File: src/inc/ascfg_defines.svh
// Offsets, field positions, reset values and encodings of the step config
`ifndef ASCFG_DEFINES_SVH
`define ASCFG_DEFINES_SVH

// Register word index and APB byte address (index not a multiple of four)
`define ASCFG_IDX_STEP14        8'h9e
`define ASCFG_ADDR_STEP14       12'h278
// Field positions
`define ASCFG_EN_BIT            15
`define ASCFG_GAIN_HI           14
`define ASCFG_GAIN_LO           13
`define ASCFG_NEG_BIT           4
`define ASCFG_POS_HI            3
`define ASCFG_POS_LO            0
// Reset value of the register
`define ASCFG_RESET             16'h000e
// Positive input codes
`define ASCFG_POS_EXT_MAX       4'h7
`define ASCFG_POS_TEMP          4'h8
`define ASCFG_POS_SHORT         4'h9
`define ASCFG_POS_TDAC          4'ha
`define ASCFG_POS_DPWR          4'hf
// Decoded gain factors
`define ASCFG_GAIN_X1           3'h1
`define ASCFG_GAIN_X2           3'h2
`define ASCFG_GAIN_X4           3'h4
// Step number served here
`define ASCFG_STEP_NUM          4'he

`endif

File: src/inc/ascfg_pkg.sv
// Types shared by the step 14 configuration register
package ascfg_pkg;

  // Source classes for the positive input
  typedef enum logic [2:0] {
    ASCFG_SRC_EXT,
    ASCFG_SRC_TEMP,
    ASCFG_SRC_SHORT,
    ASCFG_SRC_TDAC,
    ASCFG_SRC_MONITOR
  } ascfg_src_t;

  // Mux settings handed to the sequencer
  typedef struct packed {
    logic        step_enable;  // Step 14 active
    logic [2:0]  gain;         // Gain factor 1, 2 or 4
    logic [3:0]  pos_select;   // Positive input code
    logic        neg_ext7;     // Negative input on external input 7
    logic        neg_auto;     // Negative input chosen internally
    ascfg_src_t  pos_source;   // Class of positive source
  } ascfg_sel_t;

  // APB slave outputs
  typedef struct packed {
    logic        pready;
    logic [31:0] prdata;
    logic        pslverr;
  } ascfg_apb_rsp_t;

  // Whole module state
  typedef struct packed {
    logic [15:0]    cfg;
    ascfg_apb_rsp_t rsp;
    ascfg_sel_t     sel;
    logic           apply;
  } ascfg_state_t;

endpackage : ascfg_pkg

File: src/hdl/ascfg_step14.sv
// APB configuration register for sequencer step 14 and its mux decode
//
// What this block does
// - Bit 15 enables step 14
// - Bits 14:13 gain: 1, 2, 4, 4
// - Bit 4 negative: ground or input seven
// - Codes 0-7 route external inputs 0-7
// - Auto-negative codes ignore negative select bit
// - Code 8 selects temperature sensor
// - Code 9 shorts input to ground
// - Code 10 selects test DAC B
// - Codes 11-15 select internal monitor voltages
// - Reset value 000Eh at offset 9Eh
`timescale 1ns/1ps
`default_nettype none
`include "ascfg_defines.svh"

module ascfg_step14 (
  input  wire logic        clk_i,
  input  wire logic        rst_n_i,
  input  wire logic        psel_i,
  input  wire logic        penable_i,
  input  wire logic        pwrite_i,
  input  wire logic [11:0] paddr_i,
  input  wire logic [31:0] pwdata_i,
  input  wire logic [3:0]  pstrb_i,
  input  wire logic        seq_at_step_i,
  input  wire logic [3:0]  seq_step_i,
  output logic             pready_o,
  output logic [31:0]      prdata_o,
  output logic             pslverr_o,
  output logic [15:0]      cfg_o,
  output logic             step_enable_o,
  output logic [2:0]       gain_o,
  output logic [3:0]       pos_select_o,
  output logic             neg_ext7_o,
  output logic             neg_auto_o,
  output logic [2:0]       pos_source_o,
  output logic             step_apply_o
);

  ////////////////////////////////////////////////////////////////////////////
  // State
  ascfg_pkg::ascfg_state_t s_q;  // All registered state
  ascfg_pkg::ascfg_state_t s_d;  // Next state

  logic        setup;      // APB setup phase seen
  logic        hit;        // Address decodes to the register
  logic [15:0] wmask;      // Writable bits after byte strobes
  logic [15:0] cfg_new;    // Register after a write
  logic [3:0]  pos;        // Positive code of the new value

  localparam logic [15:0] WR_MASK = 16'he01f;  // Reserved 12:5 read zero

  ////////////////////////////////////////////////////////////////////////////
  // Next state
  always_comb begin
    s_d     = s_q;
    setup   = psel_i && !penable_i;
    hit     = (paddr_i == `ASCFG_ADDR_STEP14);
    wmask   = WR_MASK & {{8{pstrb_i[1]}}, {8{pstrb_i[0]}}};
    cfg_new = s_q.cfg;
    // No wait state: answer in the cycle after setup
    s_d.rsp.pready  = 1'b0;
    s_d.rsp.pslverr = 1'b0;
    s_d.rsp.prdata  = 32'h0000_0000;
    if (setup) begin
      s_d.rsp.pready = 1'b1;
      if (!hit) begin
        // Unmapped address: error, reads zero
        s_d.rsp.pslverr = 1'b1;
      end else if (!pwrite_i) begin
        s_d.rsp.prdata = {16'h0000, s_q.cfg};
      end
    end
    // Write lands on the access edge, when pready is high
    if (psel_i && penable_i && s_q.rsp.pready && pwrite_i && hit) begin
      cfg_new = (s_q.cfg & ~wmask) | (pwdata_i[15:0] & wmask);
    end
    s_d.cfg = cfg_new;

    // Decode of the stored settings
    pos = cfg_new[`ASCFG_POS_HI:`ASCFG_POS_LO];
    s_d.sel.step_enable = cfg_new[`ASCFG_EN_BIT];
    // Gain decode, both upper codes are x4
    case (cfg_new[`ASCFG_GAIN_HI:`ASCFG_GAIN_LO])
      2'h0:    s_d.sel.gain = `ASCFG_GAIN_X1;
      2'h1:    s_d.sel.gain = `ASCFG_GAIN_X2;
      default: s_d.sel.gain = `ASCFG_GAIN_X4;
    endcase
    s_d.sel.pos_select = pos;
    // External inputs on codes zero to seven
    if (pos <= `ASCFG_POS_EXT_MAX) begin
      s_d.sel.pos_source = ascfg_pkg::ASCFG_SRC_EXT;
    end else if (pos == `ASCFG_POS_TEMP) begin
      s_d.sel.pos_source = ascfg_pkg::ASCFG_SRC_TEMP;
    end else if (pos == `ASCFG_POS_SHORT) begin
      s_d.sel.pos_source = ascfg_pkg::ASCFG_SRC_SHORT;
    end else if (pos == `ASCFG_POS_TDAC) begin
      s_d.sel.pos_source = ascfg_pkg::ASCFG_SRC_TDAC;
    end else begin
      s_d.sel.pos_source = ascfg_pkg::ASCFG_SRC_MONITOR;
    end
    // Internal codes take the negative input over
    s_d.sel.neg_auto = (pos > `ASCFG_POS_EXT_MAX);
    // Negative select used only for external codes
    s_d.sel.neg_ext7 = cfg_new[`ASCFG_NEG_BIT] && !s_d.sel.neg_auto;
    // Apply only at step 14 while enabled
    s_d.apply = seq_at_step_i && (seq_step_i == `ASCFG_STEP_NUM) &&
                s_q.sel.step_enable;
  end

  ////////////////////////////////////////////////////////////////////////////
  // Registers
  always_ff @(posedge clk_i or negedge rst_n_i) begin
    if (!rst_n_i) begin
      s_q.cfg             <= `ASCFG_RESET;
      s_q.rsp             <= '0;
      s_q.sel.step_enable <= 1'b0;
      s_q.sel.gain        <= `ASCFG_GAIN_X1;
      s_q.sel.pos_select  <= 4'he;
      s_q.sel.neg_ext7    <= 1'b0;
      s_q.sel.neg_auto    <= 1'b1;
      s_q.sel.pos_source  <= ascfg_pkg::ASCFG_SRC_MONITOR;
      s_q.apply           <= 1'b0;
    end else begin
      s_q <= s_d;
    end
  end

  ////////////////////////////////////////////////////////////////////////////
  // Outputs straight from flip-flops
  assign pready_o      = s_q.rsp.pready;
  assign prdata_o      = s_q.rsp.prdata;
  assign pslverr_o     = s_q.rsp.pslverr;
  assign cfg_o         = s_q.cfg;
  assign step_enable_o = s_q.sel.step_enable;
  assign gain_o        = s_q.sel.gain;
  assign pos_select_o  = s_q.sel.pos_select;
  assign neg_ext7_o    = s_q.sel.neg_ext7;
  assign neg_auto_o    = s_q.sel.neg_auto;
  assign pos_source_o  = s_q.sel.pos_source;
  assign step_apply_o  = s_q.apply;

  ////////////////////////////////////////////////////////////////////////////
  // Checks
  a_enable_bit: assert property (@(posedge clk_i) disable iff (!rst_n_i)
    step_enable_o == cfg_o[15]) else $error("enable mismatch");
  a_gain_map: assert property (@(posedge clk_i) disable iff (!rst_n_i)
    cfg_o[14] |-> gain_o == 3'h4) else $error("gain not x4");
  a_neg_select: assert property (@(posedge clk_i) disable iff (!rst_n_i)
    (!cfg_o[3]) |-> neg_ext7_o == cfg_o[4]) else $error("neg select wrong");
  a_ext_route: assert property (@(posedge clk_i) disable iff (!rst_n_i)
    (cfg_o[3:0] < 4'h8) |-> pos_source_o == 3'h0) else $error("ext route");
  a_neg_ignored: assert property (@(posedge clk_i) disable iff (!rst_n_i)
    cfg_o[3] |-> neg_auto_o && !neg_ext7_o) else $error("neg not auto");
  a_temp_src: assert property (@(posedge clk_i) disable iff (!rst_n_i)
    (cfg_o[3:0] == 4'h8) |-> pos_source_o == 3'h1) else $error("temp src");
  a_short_src: assert property (@(posedge clk_i) disable iff (!rst_n_i)
    (cfg_o[3:0] == 4'h9) |-> pos_source_o == 3'h2) else $error("short src");
  a_tdac_src: assert property (@(posedge clk_i) disable iff (!rst_n_i)
    (cfg_o[3:0] == 4'ha) |-> pos_source_o == 3'h3) else $error("tdac src");
  a_mon_src: assert property (@(posedge clk_i) disable iff (!rst_n_i)
    (cfg_o[3:0] > 4'ha) |-> pos_source_o == 3'h4) else $error("monitor src");
  a_read_back: assert property (@(posedge clk_i) disable iff (!rst_n_i)
    (psel_i && !penable_i && !pwrite_i && hit) |=>
      prdata_o == {16'h0000, $past(cfg_o)}) else $error("read back");
  a_apply_gate: assert property (@(posedge clk_i) disable iff (!rst_n_i)
    step_apply_o |-> $past(step_enable_o)) else $error("apply while off");
  // Ready is a single-cycle answer; a stuck ready would double-commit
  a_ready_pulse: assert property (@(posedge clk_i) disable iff (!rst_n_i)
    pready_o |=> !pready_o) else $error("pready held");
  // Read data bus is quiet outside the answer cycle
  a_rdata_quiet: assert property (@(posedge clk_i) disable iff (!rst_n_i)
    !pready_o |-> prdata_o == 32'h0000_0000) else $error("prdata not idle");
  // Reserved bits never hold a one
  a_rsvd_zero: assert property (@(posedge clk_i) disable iff (!rst_n_i)
    cfg_o[12:5] == 8'h00) else $error("reserved bits set");
  // Decoded positive code mirrors the stored field
  a_pos_mirror: assert property (@(posedge clk_i) disable iff (!rst_n_i)
    pos_select_o == cfg_o[3:0]) else $error("pos select mirror");
  // Apply follows a step 14 visit with the enable set
  a_apply_fires: assert property (@(posedge clk_i) disable iff (!rst_n_i)
    (seq_at_step_i && seq_step_i == 4'he && step_enable_o) |=> step_apply_o)
    else $error("apply missed");

endmodule : ascfg_step14

`default_nettype wire

File: config.mk
export PLATFORM = sky130hd
export DESIGN_NAME = ascfg_step14
export DESIGN_NICKNAME = d
export VERILOG_FILES = /design/src/inc/ascfg_pkg.sv /design/src/hdl/ascfg_step14.sv
export VERILOG_INCLUDE_DIRS = /design/src /design/src/inc
export SDC_FILE = /design/constraint.sdc
export NUM_CORES = 1
export LEC_CHECK = 0
export BUFFER_PORTS_ARGS = -buffer_cell sky130_fd_sc_hd__buf_2
export CAP_MARGIN = 25
export CORE_ASPECT_RATIO = 1.75
export CORE_MARGIN = 2
export CORE_UTILIZATION = 34
export CTS_CLUSTER_SIZE = 12
export DETAILED_ROUTE_END_ITERATION = 6
export PLACE_DENSITY = 0.77
export SYNTH_ARGS = -nofsm -noshare
export SYNTH_HDL_FRONTEND = slang
export SYNTH_SLANG_ARGS = --single-unit
File: constraint.sdc
create_clock -name clk_i -period 1.2 [get_ports clk_i]
set_input_delay 0.24 -clock clk_i [delete_from_list [all_inputs] [get_ports clk_i]]
set_output_delay 0.24 -clock clk_i [all_outputs]
set_load 0.005 [all_outputs]
# Word-level counts from Yosys, hierarchy flattened
# Index checks and enable logic that the tools add are counted.
# W data, S select, Z words.
[op_classes]
eq_ne = 6
reduce_logical = 11
muxes = 10
order_cmp = 2
n_bitwise = 4
[op_table]
columns = ["cell", "n"]
rows = [
  ["$mux W16", 3],
  ["$mux W34", 1],
  ["$and A16 B16 Y16", 2],
  ["$eq A4 B4 Y1 const B", 4],
  ["$not A16 Y16", 1],
  ["$or A16 B16 Y16", 1],
  ["$eq A12 B10 Y1 const B", 1],
  ["$mux W3", 4],
  ["$logic_and A1 B1 Y1", 8],
  ["$pmux W3 S2", 1],
  ["$gt A4 B3 Y1 const B", 1],
  ["$le A4 B3 Y1 const B", 1],
  ["$eq A2 B1 Y1 const B", 1],
  ["$logic_not A1 Y1", 2],
  ["$logic_not A2 Y1", 1],
  ["$mux W1", 1],
]
[word_totals]
inputBits = 58
output_inout_bits = 64
reg_bits = 64
elab_cells = 45

# Longest topological paths before layout
[depth]
depth_word = 10
ltp_mapped = 4
ltp_nobuf = 4

# Worst setup path after synthesis
# Ideal clock, no wire load.
[synth_path]
kind = "input -> register"
start = "input paddr_i[11]"
end = "register with a tool-made name"
t_arrival_ns = 1.627
n_path_buf = 0
t_required_ns = 1.075
path_slack_ns = -0.552
setup_time_ns = 0.125
stages = 4
path_cell_list = "or4_1 > nor4_4 > nand2_2 > mux2_2"
[synth_rtl]
columns = ["element", "line", "text"]
rows = [
  ["from (decl)", "ascfg_step14.sv:24", "input wire logic [11:0] paddr_i,"],
]

# Final worst setup path
[layout_path]
start = "input paddr_i[11]"
end = "register s_q (netlist bit cfg_o[4])"
[layout_via]
elab_chain_len = 3
[layout_rtl]
columns = ["element", "line", "text"]
rows = [
  ["$eq A12 B10 Y1 (no line)", "--", ""],
  ["$logic_and A1 B1 Y1", "ascfg_step14.sv:77", "if (psel_i && penable_i && s_q.rsp.pready && pwrite_i && hit) begin"],
  ["$mux W16", "ascfg_step14.sv:77", ""],
  ["named net cfg_new[4]", "ascfg_step14.sv:50", "logic [15:0] cfg_new;"],
  ["to (decl)", "ascfg_step14.sv:44", "ascfg_pkg::ascfg_state_t s_q;"],
]
# The timed path passes the listed nets, and every way through them passes these cells.
# A chain may end at the register's enable or synchronous reset.

==> metrics <==
outcome=finished, violations left; failing checks=negative setup slack; IO buf count=63; switching power=0.333 mW; Slew Limit Fails=0; Req. time, crit path=1.35 ns; CTS tree=yes; Sink Count=27; Crit. End Element=register; number of library cell types mapped by synthesis=23; Clock power frac=0.311; synthesis-to-layout area growth=30.5%; element type at the critical path start=input pin; met2 WL=~1700 microns; number of antenna violations at the first check in global routing=0; Worst-path clk slew=0.08 ns; vias in the first global route=961; overall routed net length=between 2000 and 3000 microns; Post-Layout Inst Area=1860 sq um; synthesized instance count=120; GPL Wtd Cong=0.795; post-detail-place hpwl=~2300 microns; FMAX=647 MHz; Tot GR Track Use=0.124; largest net degree at the start of global routing=15; drt drc=0; iteration count of the initial detailed-routing pass=4; Yosys reg bits=27; ys async rst share=1.00; DIE AREA=4740 sq um; post-DR vias/cell=4.20; Peak VDD IR=0.484 mV; clk buf depth=2; utilization after layout=0.456; Crit Path Category=in2reg; Pwr Density=roughly 840 nW/um^2; Max Used Layer=met4; Placement Cell Area=1710 sq um; DR vias=1,029; Sequential Power Share=0.589; commonest non-fill, non-tap cells in the layout=61 x buf_2, 32 x conb_1, 21 x dfrtp_1, 12 x mux2_2, 10 x buf_4; global-route wire length before repair=4200 microns; met3 wire length=269 microns; root buffer cell=clkbuf_8; later-pin clock latency in the skew report=0.26 ns; Initial Util=0.350; ys flop type=dfrtp_1; Die Width=52.9 microns; Overflow after GRT=0; final hold violations=0; n_diodes=0; worst-path maximum fanout=5; Core Rows=31; Routed Antenna Nets=0; Setup TNS=-7.70 ns; setup violators final=26; io pins=122; most common cell after layout, fill and taps aside=buf_2; Period minus WS final=1.55 ns; cts bufs inserted=3; number of nets in the layout=~260; 1st-iter DRT viols=5; layout filler cell count=404; Comb pwr share=0.100; post-synthesis sequential area ratio=0.480; unrepaired setup endpoints after global routing=yes; fin crit share=1.29; mapped cell area=1420 sq um; Worst Hold Class=in2reg; Critical Path AT=1.70 ns; die height=89.6 microns; switch share=0.214; CTS H-tree depth=1; M1 WL=925 microns; final worst slack=-0.347 ns; Routed WL per cell=12.0 microns; yosys warns=0; core area=4070 sq um; synthesized area per cell=11.9 sq um; internal power=1.22 mW; Layout Skew=0.00123 ns; max cap viols=0; layout cell share with drive strength beyond 1=0.556; Post-synth EDFFs=0; Leakage=1.09 nW
-- power groups by stage --
stage          sequential (mW)  clock, mW  combinational, mW
6_report                 0.915      0.484              0.155
5_1_grt                  0.915      0.542              0.178
3_3_place_gp             0.932          0              0.143
2_1_floorplan            0.933          0              0.121
3_5_place_dp             0.932          0              0.146
4_1_cts                  0.915      0.508              0.153
-- kinds of logic (layout without fill, tap and decap cells) --
family | count (synthesis) | in the layout | share of synthesized area
xor+xnor | 2 | 2 | 0.0123
simple gates | 34 | 35 | 0.174
mux | 16 | 16 | 0.123
other cells | 1 | 32 | 0.00263
buf+inv | 38 | 82 | 0.198
compound gates | 2 | 2 | 0.0105
flops | 27 | 27 | 0.480
-- critical path, stage by stage --
cell	delay, ns
buf_6	0.09
or4_4	0.55
nor4_4	0.29
buf_4	0.19
nand2_4	0.08
mux2_2	0.27
-- final cells by class --
type	instances	area, sq um	share of cell area
clock buffer	4	45.0	0.0242
multi-input combinational	87	609	0.328
inverter	1	3.75	0.00202
sequential	27	683	0.368
timing repair buffer	77	455	0.245
tap	49	61.3	0.0330
-- what timing repair did --
| item | 4_1_cts | 5_1_grt |
|---|---|---|
| hold buffers | 1 | 0 |
| buffers inserted | 6 | 0 |
| resized for setup | 5 | 5 |
| endpoints found under the setup margin | 30 | 29 |
| pin swaps | 7 | 2 |
| gates cloned | 1 | 0 |
| endpoints found under the hold margin | 6 | 0 |
-- layer usage --
layer,vias up,track usage
li1,479,-
met1,480,0.109
met2,68,0.260
met3,2,0.0116
met4,0,0.0629
met5,-,0
-- final timing paths --
check / to / depth (start not counted) / slack [ns] / startpoint
worst min register to register: prdata_o[4]$_DFF_PN0_ / 1 / 0.55 / cfg_o[4]$_DFF_PN0_
worst max register to register: cfg_o[4]$_DFF_PN0_ / 5 / -0.28 / pready_o$_DFF_PN0_
worst max-delay path: cfg_o[4]$_DFF_PN0_ / 6 / -0.35 / paddr_i[11]
worst min-delay path: step_apply_o$_DFF_PN0_ / 2 / 0.12 / seq_step_i[0]
max in group asynchronous: cfg_o[3]$_DFF_PN1_ / 3 / 0.35 / rst_n_i
min in group asynchronous: gain_o[1]$_DFF_PN0_ / 2 / 0.38 / rst_n_i
-- registers in the layout, summed over array words and instances (netlist names), named ones only --
name,count
gain_o,3
prdata_o,8
neg_auto_o,1
cfg_o,4
pready_o,1
pslverr_o,1
pos_select_o,3
neg_ext7_o,1
pos_source_o,3
step_apply_o,1
-- stage by stage --
stage               hold slack, ns  total power, mW  instances  setup slack (ns)
floorplan                  -0.0556             1.05        151            -0.482
global placement             0.124             1.07        233            -0.652
detailed placement           0.132             1.08        233            -0.667
CTS                          0.118             1.58        245            -0.318
global route                 0.122             1.64        245            -0.400
finish                       0.124             1.55        245            -0.347
-- cell usage after synthesis, drive strengths merged (2+ instances only) --
cell type	number	area share
nand2	4	0.018
nand2b	5	0.022
mux2	12	0.095
nor3b	3	0.016
dfstp	6	0.11
dfrtp	21	0.37
a21o	2	0.011
and2	8	0.035
xor2	2	0.012
nor2	4	0.011
nor4	2	0.030
buf	37	0.20
nand3b	2	0.011
nand4	2	0.0088
mux2i	4	0.028
(Power assumes the default switching activity.)
